### config.mk
export PLATFORM = sky130hd
export DESIGN_NAME = dcf_fifo
export DESIGN_NICKNAME = d
export VERILOG_FILES = /design/src/hw/dcf_end.v /design/src/hw/dcf_fifo.v /design/src/hw/dcf_store.v
export VERILOG_INCLUDE_DIRS = /design/src /design/src/hw
export SDC_FILE = /design/constraint.sdc
export NUM_CORES = 1
export LEC_CHECK = 0
export BUFFER_PORTS_ARGS = -buffer_cell sky130_fd_sc_hd__buf_2
export CAP_MARGIN = 40
export CORE_MARGIN = 1
export CORE_UTILIZATION = 36
export CTS_BUF_LIST = sky130_fd_sc_hd__clkbuf_8
export DETAILED_ROUTE_END_ITERATION = 12
export GPL_TIMING_DRIVEN = 0
export HOLD_SLACK_MARGIN = 0.12
export PLACE_DENSITY = 0.55
export RECOVER_POWER = 25
export SLEW_MARGIN = 10
export SYNTH_ARGS = -nofsm -noshare
export SYNTH_HDL_FRONTEND = slang
export SYNTH_SLANG_ARGS = --single-unit
### constraint.sdc
create_clock -name clk -period 9.74 [get_ports clk]
set_input_delay 2.922 -clock clk [delete_from_list [all_inputs] [get_ports clk]]
set_output_delay 2.922 -clock clk [all_outputs]
set_load 0.01 [all_outputs]
### src/hw/dcf_defs.vh
// Constants shared by the programmable-flag queue and its storage
`ifndef DCF_DEFS_VH
`define DCF_DEFS_VH

// Default build sizes
`define DCF_DEF_ADDR_W     5
`define DCF_DEF_DATA_W     8
`define DCF_MIN_ADDR_W     5
`define DCF_MAX_ADDR_W     10

// Register bus
`define DCF_REG_ADDR_W     4
`define DCF_REG_DATA_W     32
`define DCF_REG_STATUS     4'h0
`define DCF_REG_IRQ_CLEAR  4'h1
`define DCF_REG_IRQ_ENABLE 4'h2
`define DCF_REG_LEVELS     4'h3

// Event bit positions in status, clear and enable
`define DCF_EV_W           6
`define DCF_EV_PUSH_DROP   0
`define DCF_EV_POP_DROP    1
`define DCF_EV_FULL        2
`define DCF_EV_EMPTY       3
`define DCF_EV_AFULL       4
`define DCF_EV_AEMPTY      5
`define DCF_EV_RESET       6'h00

// Field positions of the levels register
`define DCF_LV_PUSH_FILL   0
`define DCF_LV_POP_FILL    16

// Threshold defaults as quarters of the depth
`define DCF_AE_QUARTERS    1
`define DCF_AF_QUARTERS    3

`endif

### src/hw/dcf_end.v
// Restores implicit nets once the design sources are read
`timescale 1ns/1ps
`default_nettype none
`default_nettype wire

### src/hw/dcf_fifo.v
// Queue with push and pop strobe clocks, loadable almost flags and retransmit
//
// The address-and-strobe port and the register offsets were decided locally.
`timescale 1ns/1ps
`default_nettype none
`include "dcf_defs.vh"
// Notes on behaviour
// - Depth is a power of two from 32 to 1024 words, set at build.
// - Word width is a build parameter of at least one bit.
// - Input word is stored at push clock falling edge while push enable is high.
// - Next word appears on read data at pop clock rising edge when pop enabled.
// - Threshold strobe rising edge loads almost-empty (select 0) or almost-full (select 1).
// - Reset sets almost-empty to a quarter, almost-full to three quarters of depth.
// - Write data is as wide as the larger of word width and log2 depth.
// - Empty and almost-empty are active high, updated by the pop clock.
// - Full and almost-full are active high, updated by the push clock.
// - Separate synchronous low resets clear the read and write counters.
// - With fewer writes than depth, pop reset alone rewinds for reread.
// - Pop reset restores the almost-empty threshold to its default.
module dcf_fifo #(
  parameter ADDR_W = `DCF_DEF_ADDR_W,
  parameter DATA_W = `DCF_DEF_DATA_W
) (
  // Clock and reset
  input  wire                       clk,
  input  wire                       sys_rst,
  // Push side
  input  wire                       push_clock,
  input  wire                       push_enable,
  input  wire                       push_side_reset_n,
  input  wire [((DATA_W > ADDR_W) ? DATA_W : ADDR_W)-1:0] write_data_in,
  output reg                        queue_full_flag,
  output reg                        almost_full_flag,
  // Threshold load
  input  wire                       threshold_strobe,
  input  wire                       threshold_select,
  // Pop side
  input  wire                       pop_clock,
  input  wire                       pop_enable,
  input  wire                       pop_side_reset_n,
  output reg  [DATA_W-1:0]          read_data_out,
  output reg                        queue_empty_flag,
  output reg                        almost_empty_flag,
  // Register port
  input  wire [`DCF_REG_ADDR_W-1:0] reg_addr,
  input  wire [`DCF_REG_DATA_W-1:0] reg_wdata,
  input  wire                       reg_write,
  input  wire                       reg_read,
  output reg  [`DCF_REG_DATA_W-1:0] reg_rdata,
  // Interrupt
  output wire                       irq
);
  localparam PTR_W = ADDR_W + 1;
  // Quarters worked out wide, then cut to the threshold width on purpose
  localparam integer AE_QTR = `DCF_AE_QUARTERS << (ADDR_W - 2);
  localparam integer AF_QTR = `DCF_AF_QUARTERS << (ADDR_W - 2);
  localparam [ADDR_W-1:0] AE_DEF = AE_QTR[ADDR_W-1:0];
  localparam [ADDR_W-1:0] AF_DEF = AF_QTR[ADDR_W-1:0];

  function [PTR_W-1:0] bin2gray;
    input [PTR_W-1:0] b;
    begin
      bin2gray = b ^ (b >> 1);
    end
  endfunction

  function [PTR_W-1:0] gray2bin;
    input [PTR_W-1:0] g;
    integer i;
    begin
      gray2bin[PTR_W-1] = g[PTR_W-1];
      for (i = PTR_W - 2; i >= 0; i = i - 1)
      begin
        gray2bin[i] = gray2bin[i+1] ^ g[i];
      end
    end
  endfunction

  // Edge detection of the strobe clocks, sampled by clk
  reg                push_clk_q;
  reg                pop_clk_q;
  reg                thr_strobe_q;
  wire               push_rise = push_clock & ~push_clk_q;
  wire               push_fall = ~push_clock & push_clk_q;
  wire               pop_rise  = pop_clock & ~pop_clk_q;
  wire               thr_rise  = threshold_strobe & ~thr_strobe_q;

  reg  [PTR_W-1:0]   wptr;
  reg  [PTR_W-1:0]   rptr;
  reg  [PTR_W-1:0]   wsync1;
  reg  [PTR_W-1:0]   wsync2;
  reg  [PTR_W-1:0]   rsync1;
  reg  [PTR_W-1:0]   rsync2;
  reg  [ADDR_W-1:0]  ae_thr;
  reg  [ADDR_W-1:0]  af_thr;
  reg  [`DCF_EV_W-1:0] ev_status;
  reg  [`DCF_EV_W-1:0] ev_enable;

  wire [PTR_W-1:0]   push_fill = wptr - gray2bin(rsync2);
  wire [PTR_W-1:0]   pop_fill  = gray2bin(wsync2) - rptr;
  wire               push_ok   = push_fall & push_enable & ~queue_full_flag;
  wire               pop_ok    = pop_rise & pop_enable & ~queue_empty_flag;
  wire               push_drop = push_fall & push_enable & queue_full_flag;
  wire               pop_drop  = pop_rise & pop_enable & queue_empty_flag;
  wire [DATA_W-1:0]  store_q;

  reg  [PTR_W-1:0]   next_rptr;
  reg  [PTR_W-1:0]   next_pop_fill;

  dcf_store #(
    .ADDR_W (ADDR_W),
    .DATA_W (DATA_W)
  ) u_store (
    .clk     (clk),
    .wr_en   (push_ok),
    .wr_addr (wptr[ADDR_W-1:0]),
    .wr_data (write_data_in[DATA_W-1:0]),
    .rd_addr (rptr[ADDR_W-1:0]),
    .rd_data (store_q)
  );

  always @(posedge clk)
  begin
    if (sys_rst)
    begin
      push_clk_q   <= 1'b0;
      pop_clk_q    <= 1'b0;
      thr_strobe_q <= 1'b0;
    end
    else
    begin
      push_clk_q   <= push_clock;
      pop_clk_q    <= pop_clock;
      thr_strobe_q <= threshold_strobe;
    end
  end

  // Push side: write pointer, full flags, read pointer crossing
  always @(posedge clk)
  begin
    if (sys_rst)
    begin
      wptr             <= {PTR_W{1'b0}};
      rsync1           <= {PTR_W{1'b0}};
      rsync2           <= {PTR_W{1'b0}};
      queue_full_flag  <= 1'b0;
      almost_full_flag <= 1'b0;
    end
    else
    begin
      if (push_rise)
      begin
        rsync1 <= bin2gray(rptr);
        rsync2 <= rsync1;
        if (!push_side_reset_n)
        begin
          wptr             <= {PTR_W{1'b0}};
          queue_full_flag  <= 1'b0;
          almost_full_flag <= 1'b0;
        end
        else
        begin
          queue_full_flag  <= push_fill[ADDR_W];
          almost_full_flag <= push_fill >= {1'b0, af_thr};
        end
      end
      else if (push_ok)
      begin
        wptr <= wptr + 1'b1;
      end
    end
  end

  always @*
  begin
    next_rptr = rptr;
    if (!pop_side_reset_n)
    begin
      next_rptr = {PTR_W{1'b0}};
    end
    else if (pop_ok)
    begin
      next_rptr = rptr + 1'b1;
    end
    next_pop_fill = gray2bin(wsync2) - next_rptr;
  end

  // Pop side: read pointer, output word, empty flags, write pointer crossing
  always @(posedge clk)
  begin
    if (sys_rst)
    begin
      rptr              <= {PTR_W{1'b0}};
      wsync1            <= {PTR_W{1'b0}};
      wsync2            <= {PTR_W{1'b0}};
      read_data_out     <= {DATA_W{1'b0}};
      queue_empty_flag  <= 1'b1;
      almost_empty_flag <= 1'b1;
    end
    else if (pop_rise)
    begin
      wsync1            <= bin2gray(wptr);
      wsync2            <= wsync1;
      rptr              <= next_rptr;
      queue_empty_flag  <= next_pop_fill == {PTR_W{1'b0}};
      almost_empty_flag <= next_pop_fill <= {1'b0, ae_thr};
      if (pop_side_reset_n && pop_ok)
      begin
        read_data_out <= store_q;
      end
    end
  end

  // Thresholds; a side reset beats a load arriving with it
  always @(posedge clk)
  begin
    if (sys_rst)
    begin
      ae_thr <= AE_DEF;
      af_thr <= AF_DEF;
    end
    else
    begin
      if (pop_rise && !pop_side_reset_n)
      begin
        ae_thr <= AE_DEF;
      end
      else if (thr_rise && !threshold_select)
      begin
        ae_thr <= write_data_in[ADDR_W-1:0];
      end
      if (push_rise && !push_side_reset_n)
      begin
        af_thr <= AF_DEF;
      end
      else if (thr_rise && threshold_select)
      begin
        af_thr <= write_data_in[ADDR_W-1:0];
      end
    end
  end

  // Sticky events; a new event wins over a clear in the same cycle
  reg  [`DCF_EV_W-1:0] ev_set;
  reg  [`DCF_EV_W-1:0] ev_clr;
  reg                  full_q;
  reg                  empty_q;
  reg                  afull_q;
  reg                  aempty_q;

  always @*
  begin
    ev_set = `DCF_EV_RESET;
    ev_set[`DCF_EV_PUSH_DROP] = push_drop;
    ev_set[`DCF_EV_POP_DROP]  = pop_drop;
    ev_set[`DCF_EV_FULL]      = queue_full_flag & ~full_q;
    ev_set[`DCF_EV_EMPTY]     = queue_empty_flag & ~empty_q;
    ev_set[`DCF_EV_AFULL]     = almost_full_flag & ~afull_q;
    ev_set[`DCF_EV_AEMPTY]    = almost_empty_flag & ~aempty_q;
    ev_clr = `DCF_EV_RESET;
    if (reg_write && reg_addr == `DCF_REG_IRQ_CLEAR)
    begin
      ev_clr = reg_wdata[`DCF_EV_W-1:0];
    end
  end

  always @(posedge clk)
  begin
    if (sys_rst)
    begin
      full_q    <= 1'b0;
      empty_q   <= 1'b1;
      afull_q   <= 1'b0;
      aempty_q  <= 1'b1;
      ev_status <= `DCF_EV_RESET;
      ev_enable <= `DCF_EV_RESET;
    end
    else
    begin
      full_q    <= queue_full_flag;
      empty_q   <= queue_empty_flag;
      afull_q   <= almost_full_flag;
      aempty_q  <= almost_empty_flag;
      ev_status <= (ev_status & ~ev_clr) | ev_set;
      if (reg_write && reg_addr == `DCF_REG_IRQ_ENABLE)
      begin
        ev_enable <= reg_wdata[`DCF_EV_W-1:0];
      end
    end
  end

  assign irq = |(ev_status & ev_enable);

  // Read data stands one cycle after the read strobe only
  always @(posedge clk)
  begin
    if (sys_rst)
    begin
      reg_rdata <= {`DCF_REG_DATA_W{1'b0}};
    end
    else
    begin
      reg_rdata <= {`DCF_REG_DATA_W{1'b0}};
      if (reg_read)
      begin
        case (reg_addr)
          `DCF_REG_STATUS:
            reg_rdata[`DCF_EV_W-1:0] <= ev_status;
          `DCF_REG_IRQ_ENABLE:
            reg_rdata[`DCF_EV_W-1:0] <= ev_enable;
          `DCF_REG_LEVELS:
          begin
            reg_rdata[`DCF_LV_PUSH_FILL +: PTR_W] <= push_fill;
            reg_rdata[`DCF_LV_POP_FILL +: PTR_W]  <= pop_fill;
          end
          default:
            reg_rdata <= {`DCF_REG_DATA_W{1'b0}};
        endcase
      end
    end
  end
endmodule // dcf_fifo
`default_nettype wire

### src/hw/dcf_store.v
// Flip-flop word storage with one write port and one combinational read port
`timescale 1ns/1ps
`default_nettype none
`include "dcf_defs.vh"
module dcf_store #(
  parameter ADDR_W = `DCF_DEF_ADDR_W,
  parameter DATA_W = `DCF_DEF_DATA_W
) (
  // Clock
  input  wire              clk,
  // Write port
  input  wire              wr_en,
  input  wire [ADDR_W-1:0] wr_addr,
  input  wire [DATA_W-1:0] wr_data,
  // Read port
  input  wire [ADDR_W-1:0] rd_addr,
  output wire [DATA_W-1:0] rd_data
);
  reg [DATA_W-1:0] words [0:(1<<ADDR_W)-1];

  // No reset: contents are undefined until written, like a RAM
  always @(posedge clk)
  begin
    if (wr_en)
    begin
      words[wr_addr] <= wr_data;
    end
  end

  assign rd_data = words[rd_addr];
endmodule // dcf_store
`default_nettype wire

# ---- Word level (Yosys, flattened, before mapping)
# Memories as Yosys holds them, arrays and structs flattened. A register that Yosys moved wholly into a read port is not among the register bits.
# Index checks and enable logic that the tools add are counted.
dict set report totals {
  output_inout_bits 45
  regBits 101
  mem_bits_rw 256
  word_cells 109
  inputBits 56
  mem_count 1
}
# name words width rd rd_clocked_by_memory_dff wr line_no
set mem_list {}
lappend mem_list {u_store.words 32 8 1 1 1 dcf_store.v:19} ;# reg [DATA_W-1:0] words [0:(1<<ADDR_W)-1];
dict set report classes {
  n_reduce_logical 20
  n_eq_ne 4
  bitwise 42
  n_addsub 5
  n_mux 11
  order_cmp 2
}
# op n
set op_table {}
lappend op_table {{$mux W6} 6}
lappend op_table {{$pmux W6 S3} 1}
lappend op_table {{$sub A6 B6 Y6} 3}
lappend op_table {{$and A1 B1 Y1} 14}
lappend op_table {{$add A6 B1 Y6 const B} 2}
lappend op_table {{$and A6 B6 Y6} 2}
lappend op_table {{$not A1 Y1} 12}
lappend op_table {{$xor A6 B5 Y6} 2}
lappend op_table {{$xor A1 B1 Y1} 10}
lappend op_table {{$eq A4 B2 Y1 const B} 2}
lappend op_table {{$logic_and A1 B1 Y1} 7}
lappend op_table {{$ge A6 B5 Y1} 1}
lappend op_table {{$le A6 B5 Y1} 1}
lappend op_table {{$logic_not A6 Y1} 1}
lappend op_table {{$not A6 Y6} 1}
lappend op_table {{$or A6 B6 Y6} 1}
lappend op_table {{$reduce_or A2 Y1} 3}
lappend op_table {{$reduce_or A6 Y1} 1}
lappend op_table {{$eq A4 B1 Y1 const B} 1}
lappend op_table {{$logic_not A4 Y1} 1}
lappend op_table {{$mux W1} 4}
lappend op_table {{$reduce_and A2 Y1} 2}
lappend op_table {{$logic_not A1 Y1} 3}
lappend op_table {{$reduce_or A3 Y1} 1}
lappend op_table {{2 further kinds} 2}

# ---- Logic depth before layout (Yosys ltp)
dict set report depth {
  depth_word 8
  mapped_depth 18
  ltp_nobuf 16
}

# ---- By module
# A second synthesis with hierarchy kept.
dict set report unflattened {
  hier_cells 965
  area_unflattened_um2 14516.4
}
# mod instances cells_each seq_area_each_um2 area_each_um2
set by_module_without_submodules {}
lappend by_module_without_submodules {dcf_store 1 409 7687.4 9893.2}
lappend by_module_without_submodules {dcf_fifo 1 556 1781.7 4623.2}

# ---- Worst setup path before layout
# No wires, ideal clock.
dict set report synth_timing {
  path_type {input -> register}
  start {input pop_enable}
  end {register almost_empty_flag}
  t_required_ns 9.611
  n_path_buf 1
  arrival_ns 5.227
  setup_ns 0.129
  path_stages 14
  slack_ns 4.384
  cell_sequence {and4bb_1 -> buf_6 -> xor2_1 -> and2_1 -> ha_1 -> fa_1 -> nor2b_1 -> o21ai_0 -> nand2b_1 -> xor2_1 -> ha_1 -> and4_1 -> a21oi_1 -> o31ai_1}
}
dict set report synth_via {
  elab_chain_cells 6
}
# element line_no
set synth_rtl {}
lappend synth_rtl {{from (decl)} dcf_fifo.v:39} ;# input wire pop_enable,
lappend synth_rtl {{$and A1 B1 Y1 (2 in series)} dcf_fifo.v:102} ;# wire pop_ok = pop_rise & pop_enable & ~queue_empty_flag;
lappend synth_rtl {{$mux W6} dcf_fifo.v:181} ;# else if (pop_ok)
lappend synth_rtl {{$mux W6} dcf_fifo.v:177} ;# if (!pop_side_reset_n)
lappend synth_rtl {{named net next_rptr[0]} dcf_fifo.v:107} ;# reg [PTR_W-1:0] next_rptr;
lappend synth_rtl {{$sub A6 B6 Y6} dcf_fifo.v:185} ;# next_pop_fill = gray2bin(wsync2) - next_rptr;
lappend synth_rtl {{$le A6 B5 Y1} dcf_fifo.v:206} ;# almost_empty_flag <= next_pop_fill <= {1'b0, ae_thr};
lappend synth_rtl {{to (signal assigned)} dcf_fifo.v:206}
lappend synth_rtl {{to (decl)} dcf_fifo.v:43} ;# output reg almost_empty_flag,
# The timed path passes the listed nets, and every way through them passes these cells.
# A chain may end at the register's enable or synchronous reset.

# ---- Worst setup path after layout
dict set report layout_timing {
  start {input pop_clock}
  end {register almost_empty_flag}
}
dict set report layout_via {
  elab_chain_cells 7
}
# element line_no
set layout_rtl {}
lappend layout_rtl {{from (decl)} dcf_fifo.v:38} ;# input wire pop_clock,
lappend layout_rtl {{$and A1 B1 Y1} dcf_fifo.v:85} ;# wire pop_rise = pop_clock & ~pop_clk_q;
lappend layout_rtl {{$and A1 B1 Y1 (2 in series)} dcf_fifo.v:102}
lappend layout_rtl {{$mux W6} dcf_fifo.v:181}
lappend layout_rtl {{$mux W6} dcf_fifo.v:177}
lappend layout_rtl {{named net next_rptr[0]} dcf_fifo.v:107}
lappend layout_rtl {{$sub A6 B6 Y6} dcf_fifo.v:185}
lappend layout_rtl {{$le A6 B5 Y1} dcf_fifo.v:206}
# The timed path passes the listed nets, and every way through them passes these cells.

==> impl_metrics.py <==
metrics = {
    "clock_tree": {
        "numCtsBuffers": 56,
        "h-tree-depth": 2,
        "cts_buffer_depth": 3,
        "cts.clk_slew.worst_paths_ns": 0.06,
        "cts_setup_buffers": 0,
        "hold_buffers": 0,
        "cts.repair.resized": 0,
        "cts_tree": "done",
        "clkSinkCount": 345,
        "clockRootBuffer": "clkbuf_8",
        "clk_latency_ns": 0.63,
    },
    "logic_synthesis": {
        "synth_cells": 1028,
        "yosys_register_bits": 345,
        "synthFlopType": "edfxtp_1",
        "synth.avg_cell_area_um2": 14.4,
        "syn_area_um2": 14800,
        "ys_warn_count": 0,
        "netlist-cell-type-count": 67,
        "synth-edff-count": 256,
        "async_flop_share_pct": 0,
        "seq_area_frac_synth_pct": 64.1,
    },
    "cells_and_area": {
        "antenna_cells": 0,
        "fin_cells": 1738,
        "drive_gt1_share_pct": 18.6,
        "nets": 1268,
        "syn2layout_area_growth_pct": 14.3,
    },
    "critical_path": {
        "r2r-end": "almost_empty_flag",
        "required_ns": 10.23,
        "cp-end-kind": "register",
        "worstReg2RegStart": "rptr[1]",
        "cp_max_fo": 10,
        "path_class": "input port to register",
        "r2r_cells": 18,
        "r2r_slack_ns": 5.94,
        "start_kind": "input port",
        "critPathArrivalTime_ns": 5.65,
    },
    "grt": {
        "grt.total_usage_pct": 17.0,
        "grt_max_degree": 35,
        "overflow": 0,
        "grt_pass1_wl_um": 52900,
        "grt_pass1_vias": 8792,
        "grt_antenna_before_repair": 0,
    },
    "power": {
        "switching_power_w": 0.000663,
        "p_per_area_nw_per_um2": 171,
        "power_frac_comb_pct": 4.5,
        "switching_share_pct": 22.9,
        "cellLeakagePower_nw": 6.02,
        "total_power_w": 0.00289,
        "peakVddDrop_uv": 111,
        "intPower_w": 0.00223,
        "clkPwrFrac_pct": 40.5,
        "p_seq_share_pct": 55.1,
    },
    "routing": {
        "detail_route.first_pass.iterations": 5,
        "ant_nets": 0,
        "wirelength_um": 34400,
        "vias": 8779,
        "viasPerCell": 5.05,
        "drc": 0,
        "drt_iter0_drc": 655,
        "route.detailed.wl_per_inst_um": 19.8,
    },
    "place": {
        "port_buffers": 54,
        "dp_hpwl_um": 23200,
        "place.gp.congestion": 0.850,
        "dp.cells": 1636,
    },
    "floorplanning": {
        "fp.dieW_um": 205,
        "io_pins": 101,
        "coreArea_um2": 40100,
        "die_area_um2": 41800,
        "die_h_um": 205,
        "fp-row-count": 73,
        "initial_core_util_pct": 36.8,
    },
    "worst_hold_path": {
        "min_path_type": "register to register",
        "holdPathEnd": "gray2bin.g[4]",
        "hold_depth": 2,
        "min_from": "wsync1[4]",
    },
    "timing": {
        "slew_viol_final": 173,
        "rsz0062_at_grt": "no",
        "skew_ns": 0.0453,
        "finalSetupTns_ns": 0,
        "min_period_over_period_pct": 53.0,
        "min_period_ns": 5.16,
        "worst_pin_slew_ns": 1.81,
        "fmax_mhz": 194,
        "finalHoldViolCount": 0,
        "setup_viol": 0,
        "max_slew_margin_pct": -21.0,
    },
    "run": {
        "cap_violations": 5,
    },
    "status": {
        "status": "complete, but fails checks",
        "violations": "capacitance limit, slew limit",
    },
}
power groups by stage:
stage	sequential (W)	clock, W	combinational (W)
CTS	0.00159	0.00121	0.000131
global route	0.00159	0.00127	0.000146
finish	0.00159	0.00117	0.000129
detailed placement	0.00162	0	0.000130
floorplan	0.00162	0	0.0000777
global placement	0.00162	0	0.000128
per-stage QoR:
step / cell area (um2) / util (%) / hold slack [ns] / worst slack (ns)
global placement: 15800 / 39.3 / 0.435 / 3.90
global route: 16900 / 42.1 / 0.428 / 4.37
finish: 16900 / 42.1 / 0.429 / 4.58
floorplan: 14800 / - / 0.432 / 4.38
CTS: 16900 / 42.1 / 0.409 / 4.56
detailed placement: 15800 / 39.5 / 0.443 / 3.90
worst max-delay path: stages:
cell and delay, ns:
buf_2 0.12, and4bb_1 0.24, buf_6 0.16, xor2_1 0.14, and2_1 0.16, ha_1 0.22, fa_1 0.43, nor2b_1 0.12
o21ai_0 0.08, nand2b_1 0.09, xor2_1 0.27, ha_1 0.30, and4_1 0.15, a21oi_1 0.18, o31ai_1 0.08
cells in the mapped netlist (8+ instances only):
master    number  share of area [%]
a21o_1         8               0.41
mux4_2        41                6.3
inv_1         31               0.79
nor3_1        13               0.44
xnor2_1       15               0.89
mux2i_1       50                3.4
buf_4         24                1.2
nor2_1       104                2.6
a21oi_1       56                1.9
edfxtp_1     256                 52
nand2b_1      13               0.55
xor2_1        15               0.89
clkbuf_1      17               0.43
nand3_1        8               0.27
dfxtp_1       89                 12
nand2_1       83                2.1
nor2b_1       13               0.55
o221ai_1      13               0.77
buf_6          8               0.61
ha_1          40                3.4
o21ai_0       18               0.61
cells in the final DEF, fill, tap and decap left out, types with 15 or more instances in the layout:
cell and count:
nand2_1 83, ha_1 40, dfxtp_1 89, xor2_1 15
xnor2_1 15, buf_4 33, edfxtp_1 256, mux2i_1 50
nor2_1 104, clkbuf_8 63, a21oi_1 56, buf_2 54
clkbuf_1 25, conb_1 20, o21ai_0 18, mux4_2 41
inv_1 56
per-layer routing:
layer / wire length, um / global-route usage, % / up-vias
li1: - / - / 4105
met1: 16100 / 23.7 / 4340
met2: 15800 / 27.1 / 284
met3: 1870 / 3.05 / 50
met4: 620 / 4.85 / 0
met5: 0 / 0 / -
state kept, by name, indices dropped and copies added, names as in the netlist, 5 cells and up:
signal         count
rsync2             6
ev_status          6
wsync1             6
gray2bin.g         6
rsync1             6
rptr               6
u_store.words    256
ae_thr             5
wptr               6
ev_enable          6
reg_rdata         12
af_thr             5
read_data_out      8
final cells by class:
cell class                      count  area, um2
Fill cell                        3692      23200
Sequential cell                   345       9470
Multi-Input combinational cell    603       4760
Clock buffer                       63        867
Tap cell                          525        657
Buffer                             66        482
Timing Repair Buffer               64        333
Clock inverter                     39        181
Inverter                           33        124
how the worst max path moves through the flow:
stage | from | to | depth (start not counted)
after floorplan | pop_enable | almost_empty_flag | 14
after global placement | pop_clock | almost_empty_flag | 15
after detailed placement | pop_enable | almost_empty_flag | 15
after CTS | pop_clock | almost_empty_flag | 15
after global routing | pop_clock | almost_empty_flag | 17
final | pop_clock | almost_empty_flag | 15
cell families (layout without fill, tap and decap cells):
logic type      Yosys count  after routing  share of synthesized area [%]
buf+inv                  99            265                           4.10
simple gates            263            263                           8.10
xor+xnor                 32             32                           2.04
other cells               1             20                         0.0254
compound gates          147            147                           6.90
flops                   345            345                           64.1
mux                      98             98                           10.9
fa+ha+maj                43             43                           3.80
(Power assumes the default switching activity.)
